[src/common/afsh_pkg.sv]
package afsh_pkg;

	// ----------------------------------------
	// Timing
	// ----------------------------------------
	localparam int unsigned CLK_FREQ_KHZ     = 200000;
	localparam int unsigned STROBE_DELAY_MS  = 64;
	localparam int unsigned STROBE_DELAY_CYC = STROBE_DELAY_MS * CLK_FREQ_KHZ;
	localparam int unsigned DONE_HOLD_NS     = 1000;
	localparam int unsigned DONE_HOLD_CYC    = (DONE_HOLD_NS * CLK_FREQ_KHZ + 999999) / 1000000;

	// ----------------------------------------
	// Register offsets (byte addresses)
	// ----------------------------------------
	localparam logic [7:0] OFS_CTRL        = 8'h00;
	localparam logic [7:0] OFS_SPINDLE     = 8'h04;
	localparam logic [7:0] OFS_TOOL        = 8'h08;
	localparam logic [7:0] OFS_MCODE1      = 8'h0C;
	localparam logic [7:0] OFS_MCODE2      = 8'h10;
	localparam logic [7:0] OFS_MCODE3      = 8'h14;
	localparam logic [7:0] OFS_CMD         = 8'h18;
	localparam logic [7:0] OFS_GEAR_MAX0   = 8'h1C;
	localparam logic [7:0] OFS_STRB_DELAY  = 8'h2C;
	localparam logic [7:0] OFS_HOLD_TIME   = 8'h30;
	localparam logic [7:0] OFS_STATUS      = 8'h34;
	localparam logic [7:0] OFS_LOCK_IN     = 8'h38;
	localparam logic [7:0] OFS_LOCK_ECHO   = 8'h3C;
	localparam logic [7:0] OFS_SPIN_STATE  = 8'h40;

	// ----------------------------------------
	// Field positions
	// ----------------------------------------
	localparam int CTRL_ANALOG      = 0;
	localparam int CTRL_AUTO_MDI    = 1;
	localparam int CMD_SPINDLE      = 0;
	localparam int CMD_TOOL         = 1;
	localparam int CMD_M1           = 2;
	localparam int CMD_MCALL_LSB    = 5;
	localparam int ST_BUSY          = 0;
	localparam int ST_BLOCK_DONE    = 1;
	localparam int ST_ALARM         = 2;
	localparam int LOCK_IN_BIT      = 6;
	localparam int LOCK_ECHO_BIT    = 4;

	// ----------------------------------------
	// Reset values and code limits
	// ----------------------------------------
	localparam logic [31:0] CTRL_RST       = 32'h0000_0002;
	localparam logic [31:0] GEAR_MAX_RST   = 32'h0000_FFFF;
	localparam logic [31:0] SPIN_IO_MIN    = 32'h0000_0001;
	localparam logic [31:0] SPIN_IO_MAX    = 32'h0000_0008;
	localparam logic [31:0] TOOL_MAX       = 32'h0000_0063;
	localparam logic [31:0] MCODE_STOP     = 32'h0000_0000;
	localparam logic [31:0] MCODE_OPT_STOP = 32'h0000_0001;
	localparam logic [31:0] MCODE_END      = 32'h0000_0002;
	localparam logic [31:0] MCODE_END_RW   = 32'h0000_001E;
	localparam logic [31:0] MCODE_SUB_CALL = 32'h0000_0062;
	localparam logic [31:0] MCODE_SUB_RET  = 32'h0000_0063;

	typedef enum logic [3:0] {
		SQ_IDLE    = 4'b0001,
		SQ_PRESENT = 4'b0010,
		SQ_STROBE  = 4'b0100,
		SQ_RELEASE = 4'b1000
	} afsh_state_e;

endpackage

[src/verilog/afsh_strobe_handshake.sv]
// Implementation choices: register access over AHB-Lite and the register offsets.
`timescale 1ns/1ps
module afsh_strobe_handshake #(
	parameter int unsigned STROBE_DELAY_DEF = afsh_pkg::STROBE_DELAY_CYC
) (
	input  wire logic        clk,
	input  wire logic        rst_n,
	input  wire logic        clkEn,
	input  wire logic        hsel,
	input  wire logic [31:0] haddr,
	input  wire logic [1:0]  htrans,
	input  wire logic        hwrite,
	input  wire logic [2:0]  hsize,
	input  wire logic [31:0] hwdata,
	input  wire logic        hready,
	output logic      [31:0] hrdata,
	output logic             hreadyout,
	output logic             hresp,
	input  wire logic        auxDoneAck,
	input  wire logic        auxLockIn,
	output logic      [31:0] spindleCode,
	output logic      [3:0]  gearSelectBits,
	output logic      [31:0] toolCode,
	output logic      [31:0] mcodeFirst,
	output logic      [15:0] mcodeSecond,
	output logic      [15:0] mcodeThird,
	output logic             spindleStrobe,
	output logic             toolStrobe,
	output logic             mcodeStrobeFirst,
	output logic             mcodeStrobeSecond,
	output logic             mcodeStrobeThird,
	output logic             auxLockEcho,
	output logic      [31:0] spindleAnalogValue,
	output logic             auxBusy,
	output logic             spindleAlarm
);
	import afsh_pkg::*;

	// ----------------------------------------
	// Declarations
	// ----------------------------------------
	afsh_state_e  state_r;
	logic [31:0]  ctrl_r, spinVal_r, toolVal_r, strbDelay_r, holdTime_r, spinState_r, cnt_r;
	logic [31:0]  mVal_r [3];
	logic [31:0]  gearMax_r [4];
	logic         lockReg_r, blockDone_r, alarm_r, ackSeenLow_r, doneSync_r, lockSync_r, wrPend_r;
	logic [7:0]   wrAddr_r;
	logic [4:0]   issue_r, issueNxt;
	logic [3:0]   gearFit, gearNxt;
	logic [2:0]   mStopClass, mSubCall;
	logic         addrPhase, cmdWrite, lockEff, spinBad, startSeq, finishSeq;

	assign hreadyout = 1'b1;
	assign hresp     = 1'b0;
	assign auxBusy   = (state_r != SQ_IDLE);
	assign spindleAlarm = alarm_r;

	// ----------------------------------------
	// Input sampling
	// ----------------------------------------
	always_ff @(posedge clk or negedge rst_n)
	begin
		if (!rst_n)
			{doneSync_r, lockSync_r, auxLockEcho} <= 3'h0;
		else if (clkEn)
		begin
			doneSync_r  <= auxDoneAck;
			lockSync_r  <= auxLockIn;
			auxLockEcho <= lockEff;
		end
	end

	assign lockEff = lockSync_r | lockReg_r;

	// ----------------------------------------
	// Bus address phase
	// ----------------------------------------
	assign addrPhase = hsel & htrans[1] & hready;

	always_ff @(posedge clk or negedge rst_n)
	begin
		if (!rst_n)
		begin
			wrPend_r <= 1'b0;
			wrAddr_r <= 8'h00;
		end
		else if (clkEn)
		begin
			wrPend_r <= addrPhase & hwrite;
			if (addrPhase)
				wrAddr_r <= haddr[7:0];
		end
	end

	assign cmdWrite = wrPend_r && (wrAddr_r == OFS_CMD);

	// ----------------------------------------
	// Configuration registers
	// ----------------------------------------
	always_ff @(posedge clk or negedge rst_n)
	begin
		if (!rst_n)
		begin
			ctrl_r      <= CTRL_RST;
			spinVal_r   <= 32'h0000_0000;
			toolVal_r   <= 32'h0000_0000;
			mVal_r      <= '{3{32'h0000_0000}};
			strbDelay_r <= STROBE_DELAY_DEF;
			holdTime_r  <= DONE_HOLD_CYC;
			lockReg_r   <= 1'b0;
		end
		else if (clkEn && wrPend_r)
		begin
			case (wrAddr_r)
				OFS_CTRL:       ctrl_r      <= hwdata;
				OFS_SPINDLE:    spinVal_r   <= hwdata;
				OFS_TOOL:       toolVal_r   <= hwdata;
				OFS_MCODE1:     mVal_r[0]   <= hwdata;
				OFS_MCODE2:     mVal_r[1]   <= hwdata;
				OFS_MCODE3:     mVal_r[2]   <= hwdata;
				OFS_STRB_DELAY: strbDelay_r <= hwdata;
				OFS_HOLD_TIME:  holdTime_r  <= hwdata;
				OFS_LOCK_IN:    lockReg_r   <= hwdata[LOCK_IN_BIT];
				default:        ;
			endcase
		end
	end

	genvar gi;
	generate
		for (gi = 0; gi < 4; gi++)
		begin : g_gear
			always_ff @(posedge clk or negedge rst_n)
			begin
				if (!rst_n)
					gearMax_r[gi] <= GEAR_MAX_RST;
				else if (clkEn && wrPend_r && wrAddr_r == OFS_GEAR_MAX0 + 8'(gi * 4))
					gearMax_r[gi] <= hwdata;
			end
			assign gearFit[gi] = (spinVal_r <= gearMax_r[gi]);
		end
	endgenerate

	// Lowest gear whose maximum covers the code, else the top gear
	assign gearNxt = gearFit[0] ? 4'h1
		: gearFit[1] ? 4'h2
		: gearFit[2] ? 4'h4 : 4'h8;

	// ----------------------------------------
	// Command decode
	// ----------------------------------------
	generate
		for (gi = 0; gi < 3; gi++)
		begin : g_mdec
			assign mStopClass[gi] = (mVal_r[gi] == MCODE_STOP) || (mVal_r[gi] == MCODE_OPT_STOP)
				|| (mVal_r[gi] == MCODE_END) || (mVal_r[gi] == MCODE_END_RW);
			assign mSubCall[gi] = (mVal_r[gi] == MCODE_SUB_CALL)
				|| (mVal_r[gi] == MCODE_SUB_RET) || hwdata[CMD_MCALL_LSB + gi];
			assign issueNxt[CMD_M1 + gi] = hwdata[CMD_M1 + gi] && !mSubCall[gi]
				&& (!(lockEff && ctrl_r[CTRL_AUTO_MDI]) || mStopClass[gi]);
		end
	endgenerate

	assign spinBad = !ctrl_r[CTRL_ANALOG]
		&& ((spinVal_r < SPIN_IO_MIN) || (spinVal_r > SPIN_IO_MAX));
	assign issueNxt[CMD_SPINDLE] = hwdata[CMD_SPINDLE] && !spinBad
		&& !(lockEff && ctrl_r[CTRL_AUTO_MDI]);
	assign issueNxt[CMD_TOOL] = hwdata[CMD_TOOL]
		&& !(lockEff && ctrl_r[CTRL_AUTO_MDI]);

	// Commands written while a sequence runs are ignored
	assign startSeq = cmdWrite && (state_r == SQ_IDLE);

	// ----------------------------------------
	// Handshake sequencer
	// ----------------------------------------
	assign finishSeq = (state_r == SQ_RELEASE) && !doneSync_r;

	always_ff @(posedge clk or negedge rst_n)
	begin
		if (!rst_n)
		begin
			state_r      <= SQ_IDLE;
			cnt_r        <= 32'h0000_0000;
			ackSeenLow_r <= 1'b0;
			issue_r      <= 5'h00;
		end
		else if (clkEn)
		begin
			case (state_r)
				SQ_IDLE:
				begin
					cnt_r        <= 32'h0000_0000;
					ackSeenLow_r <= 1'b0;
					if (startSeq && issueNxt != 5'h00)
					begin
						issue_r <= issueNxt;
						state_r <= SQ_PRESENT;
					end
				end
				SQ_PRESENT:
				begin
					if (cnt_r + 32'h0000_0001 >= strbDelay_r)
					begin
						cnt_r   <= 32'h0000_0000;
						state_r <= SQ_STROBE;
					end
					else
						cnt_r <= cnt_r + 32'h0000_0001;
				end
				SQ_STROBE:
				begin
					if (!doneSync_r)
					begin
						ackSeenLow_r <= 1'b1;
						cnt_r        <= 32'h0000_0000;
					end
					else if (ackSeenLow_r)
					begin
						if (cnt_r >= holdTime_r)
							state_r <= SQ_RELEASE;
						else
							cnt_r <= cnt_r + 32'h0000_0001;
					end
				end
				SQ_RELEASE:
				begin
					if (!doneSync_r)
					begin
						issue_r <= 5'h00;
						state_r <= SQ_IDLE;
					end
				end
				default:
					state_r <= SQ_IDLE;
			endcase
		end
	end

	// ----------------------------------------
	// Strobes
	// ----------------------------------------
	always_ff @(posedge clk or negedge rst_n)
	begin
		if (!rst_n)
			{spindleStrobe, toolStrobe, mcodeStrobeFirst, mcodeStrobeSecond,
				mcodeStrobeThird} <= 5'h00;
		else if (clkEn)
		begin
			spindleStrobe     <= (state_r == SQ_PRESENT || state_r == SQ_STROBE) && 
				issue_r[CMD_SPINDLE] && (state_r == SQ_STROBE);
			toolStrobe        <= (state_r == SQ_STROBE) && issue_r[CMD_TOOL];
			mcodeStrobeFirst  <= (state_r == SQ_STROBE) && issue_r[CMD_M1];
			mcodeStrobeSecond <= (state_r == SQ_STROBE) && issue_r[CMD_M1 + 1];
			mcodeStrobeThird  <= (state_r == SQ_STROBE) && issue_r[CMD_M1 + 2];
		end
	end

	// ----------------------------------------
	// Code outputs
	// ----------------------------------------
	always_ff @(posedge clk or negedge rst_n)
	begin
		if (!rst_n)
			{spindleCode, gearSelectBits, toolCode, mcodeFirst, mcodeSecond,
				mcodeThird} <= 132'h0;
		else if (clkEn)
		begin
			if (state_r == SQ_IDLE && startSeq)
			begin
				if (issueNxt[CMD_SPINDLE] && ctrl_r[CTRL_ANALOG])
				begin
					spindleCode    <= spinVal_r;
					gearSelectBits <= gearNxt;
				end
				else if (issueNxt[CMD_SPINDLE])
					spindleCode <= 32'h0000_0001 << (spinVal_r[2:0] - 3'h1);
				if (issueNxt[CMD_TOOL])
					toolCode <= (toolVal_r > TOOL_MAX) ? TOOL_MAX : toolVal_r;
				if (issueNxt[CMD_M1])
					mcodeFirst <= mVal_r[0];
				if (issueNxt[CMD_M1 + 1])
					mcodeSecond <= mVal_r[1][15:0];
				if (issueNxt[CMD_M1 + 2])
					mcodeThird <= mVal_r[2][15:0];
			end
			else if (finishSeq)
				{spindleCode, gearSelectBits, toolCode, mcodeFirst, mcodeSecond,
					mcodeThird} <= 132'h0;
		end
	end

	// ----------------------------------------
	// Internal spindle state and analog value
	// ----------------------------------------
	always_ff @(posedge clk or negedge rst_n)
	begin
		if (!rst_n)
			{spinState_r, spindleAnalogValue} <= 64'h0;
		else if (clkEn && startSeq && hwdata[CMD_SPINDLE] && !spinBad)
		begin
			spinState_r <= spinVal_r;
			if (ctrl_r[CTRL_ANALOG])
				spindleAnalogValue <= spinVal_r;
		end
	end

	// ----------------------------------------
	// Status flags (set wins over clear)
	// ----------------------------------------
	always_ff @(posedge clk or negedge rst_n)
	begin
		if (!rst_n)
			{blockDone_r, alarm_r} <= 2'h0;
		else if (clkEn)
		begin
			if (finishSeq || (startSeq && issueNxt == 5'h00))
				blockDone_r <= 1'b1;
			else if (startSeq || (wrPend_r && wrAddr_r == OFS_STATUS && hwdata[ST_BLOCK_DONE]))
				blockDone_r <= 1'b0;
			if (startSeq && hwdata[CMD_SPINDLE] && spinBad)
				alarm_r <= 1'b1;
			else if (wrPend_r && wrAddr_r == OFS_STATUS && hwdata[ST_ALARM])
				alarm_r <= 1'b0;
		end
	end

	// ----------------------------------------
	// Read data
	// ----------------------------------------
	always_comb
	begin
		hrdata = 32'h0000_0000;
		case (wrAddr_r)
			OFS_CTRL:                hrdata = ctrl_r;
			OFS_SPINDLE:             hrdata = spinVal_r;
			OFS_TOOL:                hrdata = toolVal_r;
			OFS_MCODE1:              hrdata = mVal_r[0];
			OFS_MCODE2:              hrdata = mVal_r[1];
			OFS_MCODE3:              hrdata = mVal_r[2];
			OFS_GEAR_MAX0:           hrdata = gearMax_r[0];
			OFS_GEAR_MAX0 + 8'h04:   hrdata = gearMax_r[1];
			OFS_GEAR_MAX0 + 8'h08:   hrdata = gearMax_r[2];
			OFS_GEAR_MAX0 + 8'h0C:   hrdata = gearMax_r[3];
			OFS_STRB_DELAY:          hrdata = strbDelay_r;
			OFS_HOLD_TIME:           hrdata = holdTime_r;
			OFS_STATUS:
			begin
				hrdata[ST_BUSY]       = auxBusy;
				hrdata[ST_BLOCK_DONE] = blockDone_r;
				hrdata[ST_ALARM]      = alarm_r;
			end
			OFS_LOCK_IN:             hrdata[LOCK_IN_BIT] = lockReg_r;
			OFS_LOCK_ECHO:           hrdata[LOCK_ECHO_BIT] = auxLockEcho;
			OFS_SPIN_STATE:          hrdata = spinState_r;
			default:                 hrdata = 32'h0000_0000;
		endcase
	end

	// Motion and other codes are not held by this block; auxBusy only gates block advance

endmodule // afsh_strobe_handshake
[config.mk]
export PLATFORM = sky130hd
export DESIGN_NAME = afsh_strobe_handshake
export DESIGN_NICKNAME = d
export VERILOG_FILES = /design/src/common/afsh_pkg.sv /design/src/verilog/afsh_strobe_handshake.sv
export SDC_FILE = /design/constraint.sdc
export NUM_CORES = 1
export LEC_CHECK = 0
export CAP_MARGIN = 40
export CORE_MARGIN = 2
export CORE_UTILIZATION = 55
export DETAILED_ROUTE_END_ITERATION = 10
export DONT_BUFFER_PORTS = 1
export PLACE_DENSITY_LB_ADDON = 0.3
export SLEW_MARGIN = 20
export SYNTH_ARGS = -nofsm -noshare
export SYNTH_HDL_FRONTEND = slang
export SYNTH_SLANG_ARGS = --single-unit
[constraint.sdc]
create_clock -name clk -period 9.7 [get_ports clk]
set_input_delay 0.97 -clock clk [delete_from_list [all_inputs] [get_ports clk]]
set_output_delay 0.97 -clock clk [all_outputs]
set_load 0.01 [all_outputs]
# Word-level counts from Yosys, hierarchy flattened
# Cells that the tools add are included.
[classes]
order_cmp = 8
n_reduce_logical = 101
shift = 1
n_mux = 47
eq_ne = 51
n_bitwise = 4
add_sub_neg = 2
[op_table]
columns = ["cell", "n"]
rows = [
  ["$mux 32", 13],
  ["$pmux 25 s13", 1],
  ["$eq 32x7->1 const B", 6],
  ["$eq 32x1->1 const B", 3],
  ["$eq 32x2->1 const B", 3],
  ["$eq 32x5->1 const B", 3],
  ["$le 32x32->1", 3],
  ["$logic_not 32->1", 3],
  ["$pmux 32 s3", 1],
  ["$mux 16", 5],
  ["$eq 8x6->1 const B", 8],
  ["$ge 32x32->1", 2],
  ["$mux 4", 12],
  ["$pmux 3 s14", 1],
  ["$logic_and 1x1->1", 37],
  ["$add 32x1->32 const B", 1],
  ["$eq 8x5->1 const B", 4],
  ["$gt 32x4->1 const B", 1],
  ["$gt 32x7->1 const B", 1],
  ["$lt 32x1->1 const B", 1],
  ["$shl 1x3->32 const A", 1],
  ["$pmux 1 s14", 2],
  ["$pmux 1 s13", 2],
  ["$reduce_and 2->1", 13],
  ["other kinds (30)", 87],
]
[totals]
ff_bits = 642
wordCells = 251

# Logic depth before layout (Yosys ltp)
# Gate-level depths: netlist (run 1).
[depth]
ltp_word = 11
mapped_depth = 19

# Worst setup path after synthesis (run 1)
# OpenSTA, ideal clock, no wires.
[synth_timing]
path_type = "flip-flop to flip-flop"
startpoint = "reg cnt_r[0]"
endpoint = "reg cnt_r[12]"
arrival_time_ns = 3.772
setup_slack_ns = 5.799
period_less_slack_ns = 3.901
required_ns = 9.571
path_stages_with_launch = 20
setup_ns = 0.129
path_cell_list = "dfrtp_1 -> ha_1 -> nand3_2 -> nor2_4 -> nand2_2 -> nor4_4 -> and2_1 -> and4_1 -> xnor2_1 -> inv_1 -> ha_1 -> nand4_1 -> or4_1 -> nor2_1 -> o221ai_1 -> a31oi_2 -> buf_2 -> nor2_1 -> o21ai_0 -> o41ai_1"
[synth_between]
elab_chain_len = 5
word_cells_on_any_way = 10
classes_between = "1 x add/sub; 2 x order compare; 1 x eq/ne; 5 x mux; 1 x reduce/logical"
[synth_rtl]
columns = ["item", "line_no", "source"]
rows = [
  ["start: declaration", "afsh_strobe_handshake.sv:43", "logic [31:0] ctrl_r, spinVal_r, toolVal_r, strbDelay_r, holdTime_r, spinState_r, cnt_r;"],
  ["start signal: assignment", "afsh_strobe_handshake.sv:209", "cnt_r <= cnt_r + 32'h0000_0001;"],
  ["start signal: assignment", "afsh_strobe_handshake.sv:223", "cnt_r <= cnt_r + 32'h0000_0001;"],
  ["branches (longest 5 deep; another with $add 32x1->32)", "--", ""],
]
# Several ways; the timed one is not identified. The select of a mux whose other input is x is not followed.
# A chain may end at the register's enable or synchronous reset.

# Final worst setup path (run 1)
[layout_timing]
startpoint = "reg cnt_r[0]"
endpoint = "reg cnt_r[20]"
# Same word-level chain as after synthesis.

==> results of run 1 <==
-- state kept, by name, indices dropped and copies added, names as in the netlist, 4 cells and up --
signal and cells:
spindleAnalogValue 32, mcodeThird 16, gearSelectBits 4, toolVal_r 32, wrAddr_r 8, ctrl_r 32, spinState_r 32, mcodeSecond 16
mVal_r 96, spinVal_r 32, mcodeFirst 32, holdTime_r 32, cnt_r 32, spindleCode 32, issue_r 5, state_r 4
gearMax_r 128, strbDelay_r 32, toolCode 32
-- path summary, 6_finish.rpt --
path                         startpoint             end  cells past startpoint
max                            cnt_r[0]       cnt_r[20]                     17
min                               rst_n  spindleCode[5]                      0
max reg2reg                    cnt_r[0]       cnt_r[20]                     17
min reg2reg                gearMax_r[5]    gearMax_r[5]                      2
max in group asynchronous         rst_n       cnt_r[29]                      0
min in group clk                  clkEn     auxLockEcho                      1
-- area by class of cell --
class                           instances  area (µm²)  area share (%)
Clock inverter                         19         297           0.849
Timing Repair Buffer                   44         380            1.09
Tap cell                              765         957            2.74
Inverter                              195         732            2.10
Multi-Input combinational cell       1963       14200            40.7
Clock buffer                          108        2180            6.24
Sequential cell                       642       16200            46.3
-- stage by stage --
step	worst slack [ps]	cell area (µm²)	hold slack (ps)	instances
after floorplan	5800	31700	446	2972
after global placement	4350	32300	464	3600
after detailed placement	4660	32400	479	3608
after CTS	4610	34900	57.4	3735
after global routing	4260	34900	46.9	3736
final	4620	34900	58.1	3736
-- critical path: cells and delay by family, from the launching register on --
| family | cells | cell delay [ps] |
|---|---|---|
| adder cells (fa/ha/maj) | 2 | 600 |
| buffers and inverters | 1 | 70 |
| XOR/XNOR | 1 | 140 |
| flip-flops | 1 | 470 |
| AND/OR/NAND/NOR | 10 | 2820 |
| AO/OA/AOI/OAI | 3 | 840 |
-- power groups by stage --
stage	logic, µW	clock network [µW]	registers (µW)
global placement	463	0	2890
global route	536	2990	2860
floorplan	330	0	2850
finish	499	2850	2850
detailed placement	479	0	2900
CTS	483	2890	2850
-- logic make-up after synthesis --
kind of cell               after synthesis  share of synthesized area [%]
buffers and inverters                  367                           4.46
muxes                                  366                           13.0
adders and majority gates              161                           6.35
other                                    2                         0.0237
xor gates and xnor gates                31                          0.856
and+or+nand+nor                        826                           11.9
AOI/OAI and AO/OA                      577                           12.5
DFF                                    642                           51.0
-- layout by cell type, fill, tap and decap left out, types with 50 or more instances in the layout --
cell	instances
a221oi_1	67
nand2_1	490
a21oi_1	50
o21ai_0	193
clkbuf_16	74
dfstp_2	75
nand3_1	66
nor2_1	53
ha_1	161
inv_1	194
a22oi_1	71
dfrtp_1	567
mux2_2	363
-- per-layer routing --
layer	wire length (µm)	GRT usage, %	vias up
li1	-	-	10500
met1	40100	44.7	12100
met2	46800	53.9	1249
met3	9630	7.89	327
met4	6570	19.9	2
met5	15	0	-
==> results by group, run 1 <==
Status
  • Status: completed

Critical path
  • Top cell by count, worst path: ha_1
  • Critical path launch point type: flop
  • Max stage delay on crit path: approximately 640 ps
  • Cells along the critical path: ha_1, nand3_2, nor2_4, nand2_2, nor4_4, and2_1, and3_1, xnor2_1, inv_1, ha_1, nand4_1, or4_1, nor2_1, o221ai_1, a31oi_4, or2_1, o21ai_0
  • Setup CP Type: flop to flop
  • CP Capture Type: flop
  • Worst-path fanout max: 11
  • Slowest CP cell: or4_1
  • Worst EP required: 10,160 ps
  • Critical Path AT: 5540 ps
  • Reg2Reg Setup Slack: around 4600 ps

STA
  • Rel. slew slack: less than 1%
  • Hold Fails Final Rpt: 0
  • Pins Over Slew Limit: 0
  • Setup violators final: 0
  • RSZ-0062 raised after global routing: false
  • Setup TNS: 0 ps
  • Fin crit share: 52.3%
  • Fmax: approximately 0.20 GHz
  • Post-layout minimum cycle time: around 5000 ps
  • Clock skew: 34.3 ps
  • Worst-Margin Slew: about 1500 ps

Drt
  • DRC: 0
  • Antenna-violating nets left: 0
  • Initial DRC Count: 2,661
  • Via count: around 24,000
  • DR pass1 iterations: 8
  • Routed vias/inst: 6.48
  • Drt wl/cell: 27.6 µm
  • Post-Route WL: 103,000 µm

Synthesis
  • Syn. warnings: 0
  • Seq cells post-synth: 642
  • Synth top area cells: dfrtp_1, mux2_2, ha_1, dfstp_2, nand2_1
  • Sequential area share after synthesis: approximately 51%
  • Most common cell in the synthesized netlist: dfrtp_1
  • Commonest cells in the netlist: dfrtp_1, nand2_1, mux2_2, inv_1, o21ai_0
  • Fraction of registers with async set/reset: 100%
  • Mapped Cells: around 3,000
  • Post-synth EDFFs: 0
  • Syn Nets: roughly 3,200
  • Mapped Area: ~32,000 µm²
  • Synth top area share: about 45%
  • Average size of a mapped cell: approximately 11 µm²
  • Distinct cells, synth: 76
  • Area leader, netlist: dfrtp_1
  • Synth Flop Type: dfrtp_1

CTS
  • Worst-path clk slew: 60 ps
  • CTS tree: yes
  • H-Tree Depth: 3
  • Later-pin clock latency in the skew report: between 600 and 700 ps
  • Cts repair resizes: 0
  • CTS Hold Buffers Added: 0
  • Root Buffer Master: clkbuf_16
  • Clock buffer depth: 3
  • TritonCTS Buffers: 70
  • # Post-CTS Setup Buffers: 0
  • CTS sink count: 642

Final layout
  • Fillers: about 4,700
  • Area grow syn2layout: 10.1%
  • Nets: around 3,200
  • Antenna fix cells: 0
  • Util after Layout: a little over 60%
  • Fraction of layout cells with a size suffix above 1: 21.2%

GRT
  • GRT overflow: 0
  • Total GRT Usage: between 30 and 40%
  • Largest net degree at the start of global routing: 643
  • Initial antenna violation count: 2
  • Vias in the first global route: 24,000
  • First-pass GRT wire length: around 150,000 µm

Die
  • # IOs: 283
  • CORE AREA: 57,400 µm²
  • Site row count: between 80 and 90
  • Starting density of the core: 55.3%
  • Die X: 244 µm
  • Die area: 59,600 µm²
  • Die Y: about 240 µm

Hold path
  • Hold Crit Class: input port to async pin

Placement
  • Final GP Congestion: 0.958
  • # port buffers: 0
  • DP Wirelength: 71,100 µm

Power and ir drop
  • Worst vdd ir: between 0.15 and 0.2 mV
  • Psw: 1520 µW
  • Clock network power share: between 40% and 50%
  • Comb pwr share: 8.0%
  • Static Leak: 0.0167 µW
  • Total internal power: approximately 4700 µW
  • Power Dens Cells: 178 nW/µm²
  • Net Sw Frac: 24.5%
  • Total power: 6200 µW
  • Seq pwr share: 46.0%

Flow run
  • Max-Cap Viols: 0
Power figures use the tool's default switching activity.
==> run 2: changes to the inputs <==
clock period = 4.08 ns   (was 9.7 ns; I/O delays follow)
==> results by group, run 2 (synthesis results as in run 1) <==
Flow run
  • Max-Cap Viols: 0 (unchanged)

GRT
  • First-pass GRT wire length: 158,000 µm (was 154,000 µm)
  • Total GRT Usage: 35.4% (was 34.6%)
  • Initial antenna violation count: 5 (was 2)
  • GRT overflow: 0 (unchanged)
  • Largest net degree at the start of global routing: 643 (unchanged)
  • Vias in the first global route: 24,800 (was 24,000)

STA
  • RSZ-0062 raised after global routing: true (was false)
  • Clock skew: 32.5 ps (was 34.3 ps)
  • Rel. slew slack: 19.5% (was 0.479%)
  • Worst-Margin Slew: 1210 ps (was 1490 ps)
  • Final setup margin: -37.1 ps (was 4620 ps)
  • Hold Fails Final Rpt: 0 (unchanged)
  • Pins Over Slew Limit: 0 (unchanged)
  • Fin crit share: 101% (was 52.3%)
  • Setup violators final: 4 (was 0)
  • Fmax: 0.243 GHz (was 0.197 GHz)
  • Setup TNS: -49.1 ps (was 0 ps)
  • Post-layout minimum cycle time: 4120 ps (was 5080 ps)

Critical path
  • Crit path from: cnt_r[0] (unchanged)
  • Capturing point of the worst reg2reg path: cnt_r[2] (was cnt_r[20])
  • RR Startpoint: cnt_r[0] (unchanged)
  • CP Capture Type: flop (unchanged)
  • Depth of the worst register-to-register path: 19 (was 17)
  • Setup CP Type: flop to flop (unchanged)
  • Crit path capture: cnt_r[2] (was cnt_r[20])
  • Critical Path AT: 4610 ps (was 5540 ps)
  • Critical path launch point type: flop (unchanged)
  • Worst EP required: 4580 ps (was 10,160 ps)
  • Reg2Reg Setup Slack: -40 ps (was 4620 ps)
  • Worst-path fanout max: 5 (was 11)

Drt
  • Antenna-violating nets left: 0 (unchanged)
  • Initial DRC Count: 2,644 (was 2,661)
  • Via count: 25,000 (was 24,200)
  • Routed vias/inst: 6.50 (was 6.48)
  • Post-Route WL: 106,000 µm (was 103,000 µm)
  • Drt wl/cell: 27.6 µm (about the same)
  • DR pass1 iterations: 6 (was 8)
  • DRC: 0 (unchanged)

Die
  • Die X: 244 µm (unchanged)
  • Starting density of the core: 55.3% (unchanged)
  • Die Y: 244 µm (unchanged)
  • # IOs: 283 (unchanged)
  • Site row count: 88 (unchanged)
  • Die area: 59,600 µm² (unchanged)
  • CORE AREA: 57,400 µm² (unchanged)

CTS
  • TritonCTS Buffers: 70 (unchanged)
  • Root Buffer Master: clkbuf_16 (unchanged)
  • CTS sink count: 642 (unchanged)
  • Worst-path clk slew: 60 ps (about the same)
  • CTS tree: yes (unchanged)
  • Later-pin clock latency in the skew report: 640 ps (was 620 ps)
  • Clock buffer depth: 3 (unchanged)
  • H-Tree Depth: 3 (unchanged)

Hold path
  • Hold Crit Class: input port to flop (was input port to async pin)

Power and ir drop
  • Worst vdd ir: 0.401 mV (was 0.160 mV)
  • Static Leak: 0.0171 µW (was 0.0167 µW)
  • Power Dens Cells: 403 nW/µm² (was 178 nW/µm²)
  • Total power: 14,400 µW (was 6200 µW)

Final layout
  • Area grow syn2layout: 13.0% (was 10.1%)
  • Biggest register: gearMax_r (unchanged)
  • Number of flip-flops in the largest register: 128 (unchanged)
  • Biggest regs: gearMax_r: 128 flops, mVal_r: 96 flops (unchanged)
  • Commonest non-fill, non-tap cell in the layout: dfrtp_1 (unchanged)
  • Fraction of layout cells with a size suffix above 1: 23.1% (was 21.2%)
  • Nets: 3,254 (was 3,154)
  • Final Cell Area: 35,800 µm² (was 34,900 µm²)
  • Fillers: 4,538 (was 4,696)
  • Most frequent cells in the layout: dfrtp_1, nand2_1, mux2_2 (unchanged)

Status
  • Status: finished with violations (was completed)
  • Failing checks: setup timing

Placement
  • Placed cell area: 32,700 µm² (was 32,400 µm²)
  • Final GP Congestion: 0.981 (was 0.958)
  • DP Wirelength: 73,600 µm (was 71,100 µm)
  • # port buffers: 0 (unchanged)
## run 2: how the worst min path moves through the flow
| stage | start | endpoint | slack [ps] | cells past startpoint |
|---|---|---|---|---|
| final | clkEn | issue_r[3] | 50 | 2 |
| after global placement | rst_n | spindleCode[4] | 140 | 0 |
| after floorplan | rst_n | ackSeenLow_r | 110 | 0 |
| after detailed placement | rst_n | spindleCode[4] | 150 | 0 |
| after CTS | rst_n | spindleCode[2] | -510 | 0 |
| after global routing | clkEn | issue_r[3] | 40 | 2 |
## run 2: power by group
group / internal, µW / switching [µW]
Clock: 3520 / 2690
Combinational: 497 / 941
Sequential: 6560 / 224
## run 2: metrics by stage
stage	worst slack (ps)	hold WS [ps]	std cells	util (%)
after global routing	-168	35.7	3839	62.4
after detailed placement	-59.7	147	3650	57.1
after global placement	34.9	142	3648	57.1
after floorplan	179	112	2972	-
final	-37.1	48.1	3842	62.5
after CTS	8.97	-510	3821	61.7
## run 2: critical path, cell delays in order, from the launching register on
cell and delay (ps):
dfrtp_1 380, ha_2 230, nand3_4 80, nor2_4 140
nand2_4 80, nor4_4 310, and2_4 220, and3_4 190
xnor2_2 110, inv_1 60, ha_1 280, nand4_1 170
or4_4 630, o2111a_1 310, a31oi_4 260, buf_6 150
buf_6 110, nor2_2 50, o21ai_1 130, o21ai_1 90
## run 2: what timing repair did
action | 4_1_cts | 5_1_grt
setup buffers | 0 | 10
cloned | 0 | 1
hold buffers | 42 | 2
pin swaps | 0 | 17
resized for setup | 3 | 49
endpoints found under the setup margin | 18 | 35
endpoints found under the hold margin | 1011 | 183
## run 2: layout make-up
cell class	count	area (µm²)	area share, %
clock inverter	20	174	0.485
sequential	642	16200	45.1
multi-input combinational	1963	14400	40.1
clock buffer	109	2070	5.77
timing repair buffer	144	1370	3.82
antenna	4	10.0	0.0279
tap	765	957	2.67
inverter	195	732	2.04
## run 2: metal layers
metal	track usage [%]	up-vias	share of wire, %
met2	55.8	1269	46
met1	46.0	12600	39
li1	-	10700	-
met3	6.56	321	8.4
met5	0	-	0.010
met4	20.6	2	6.4
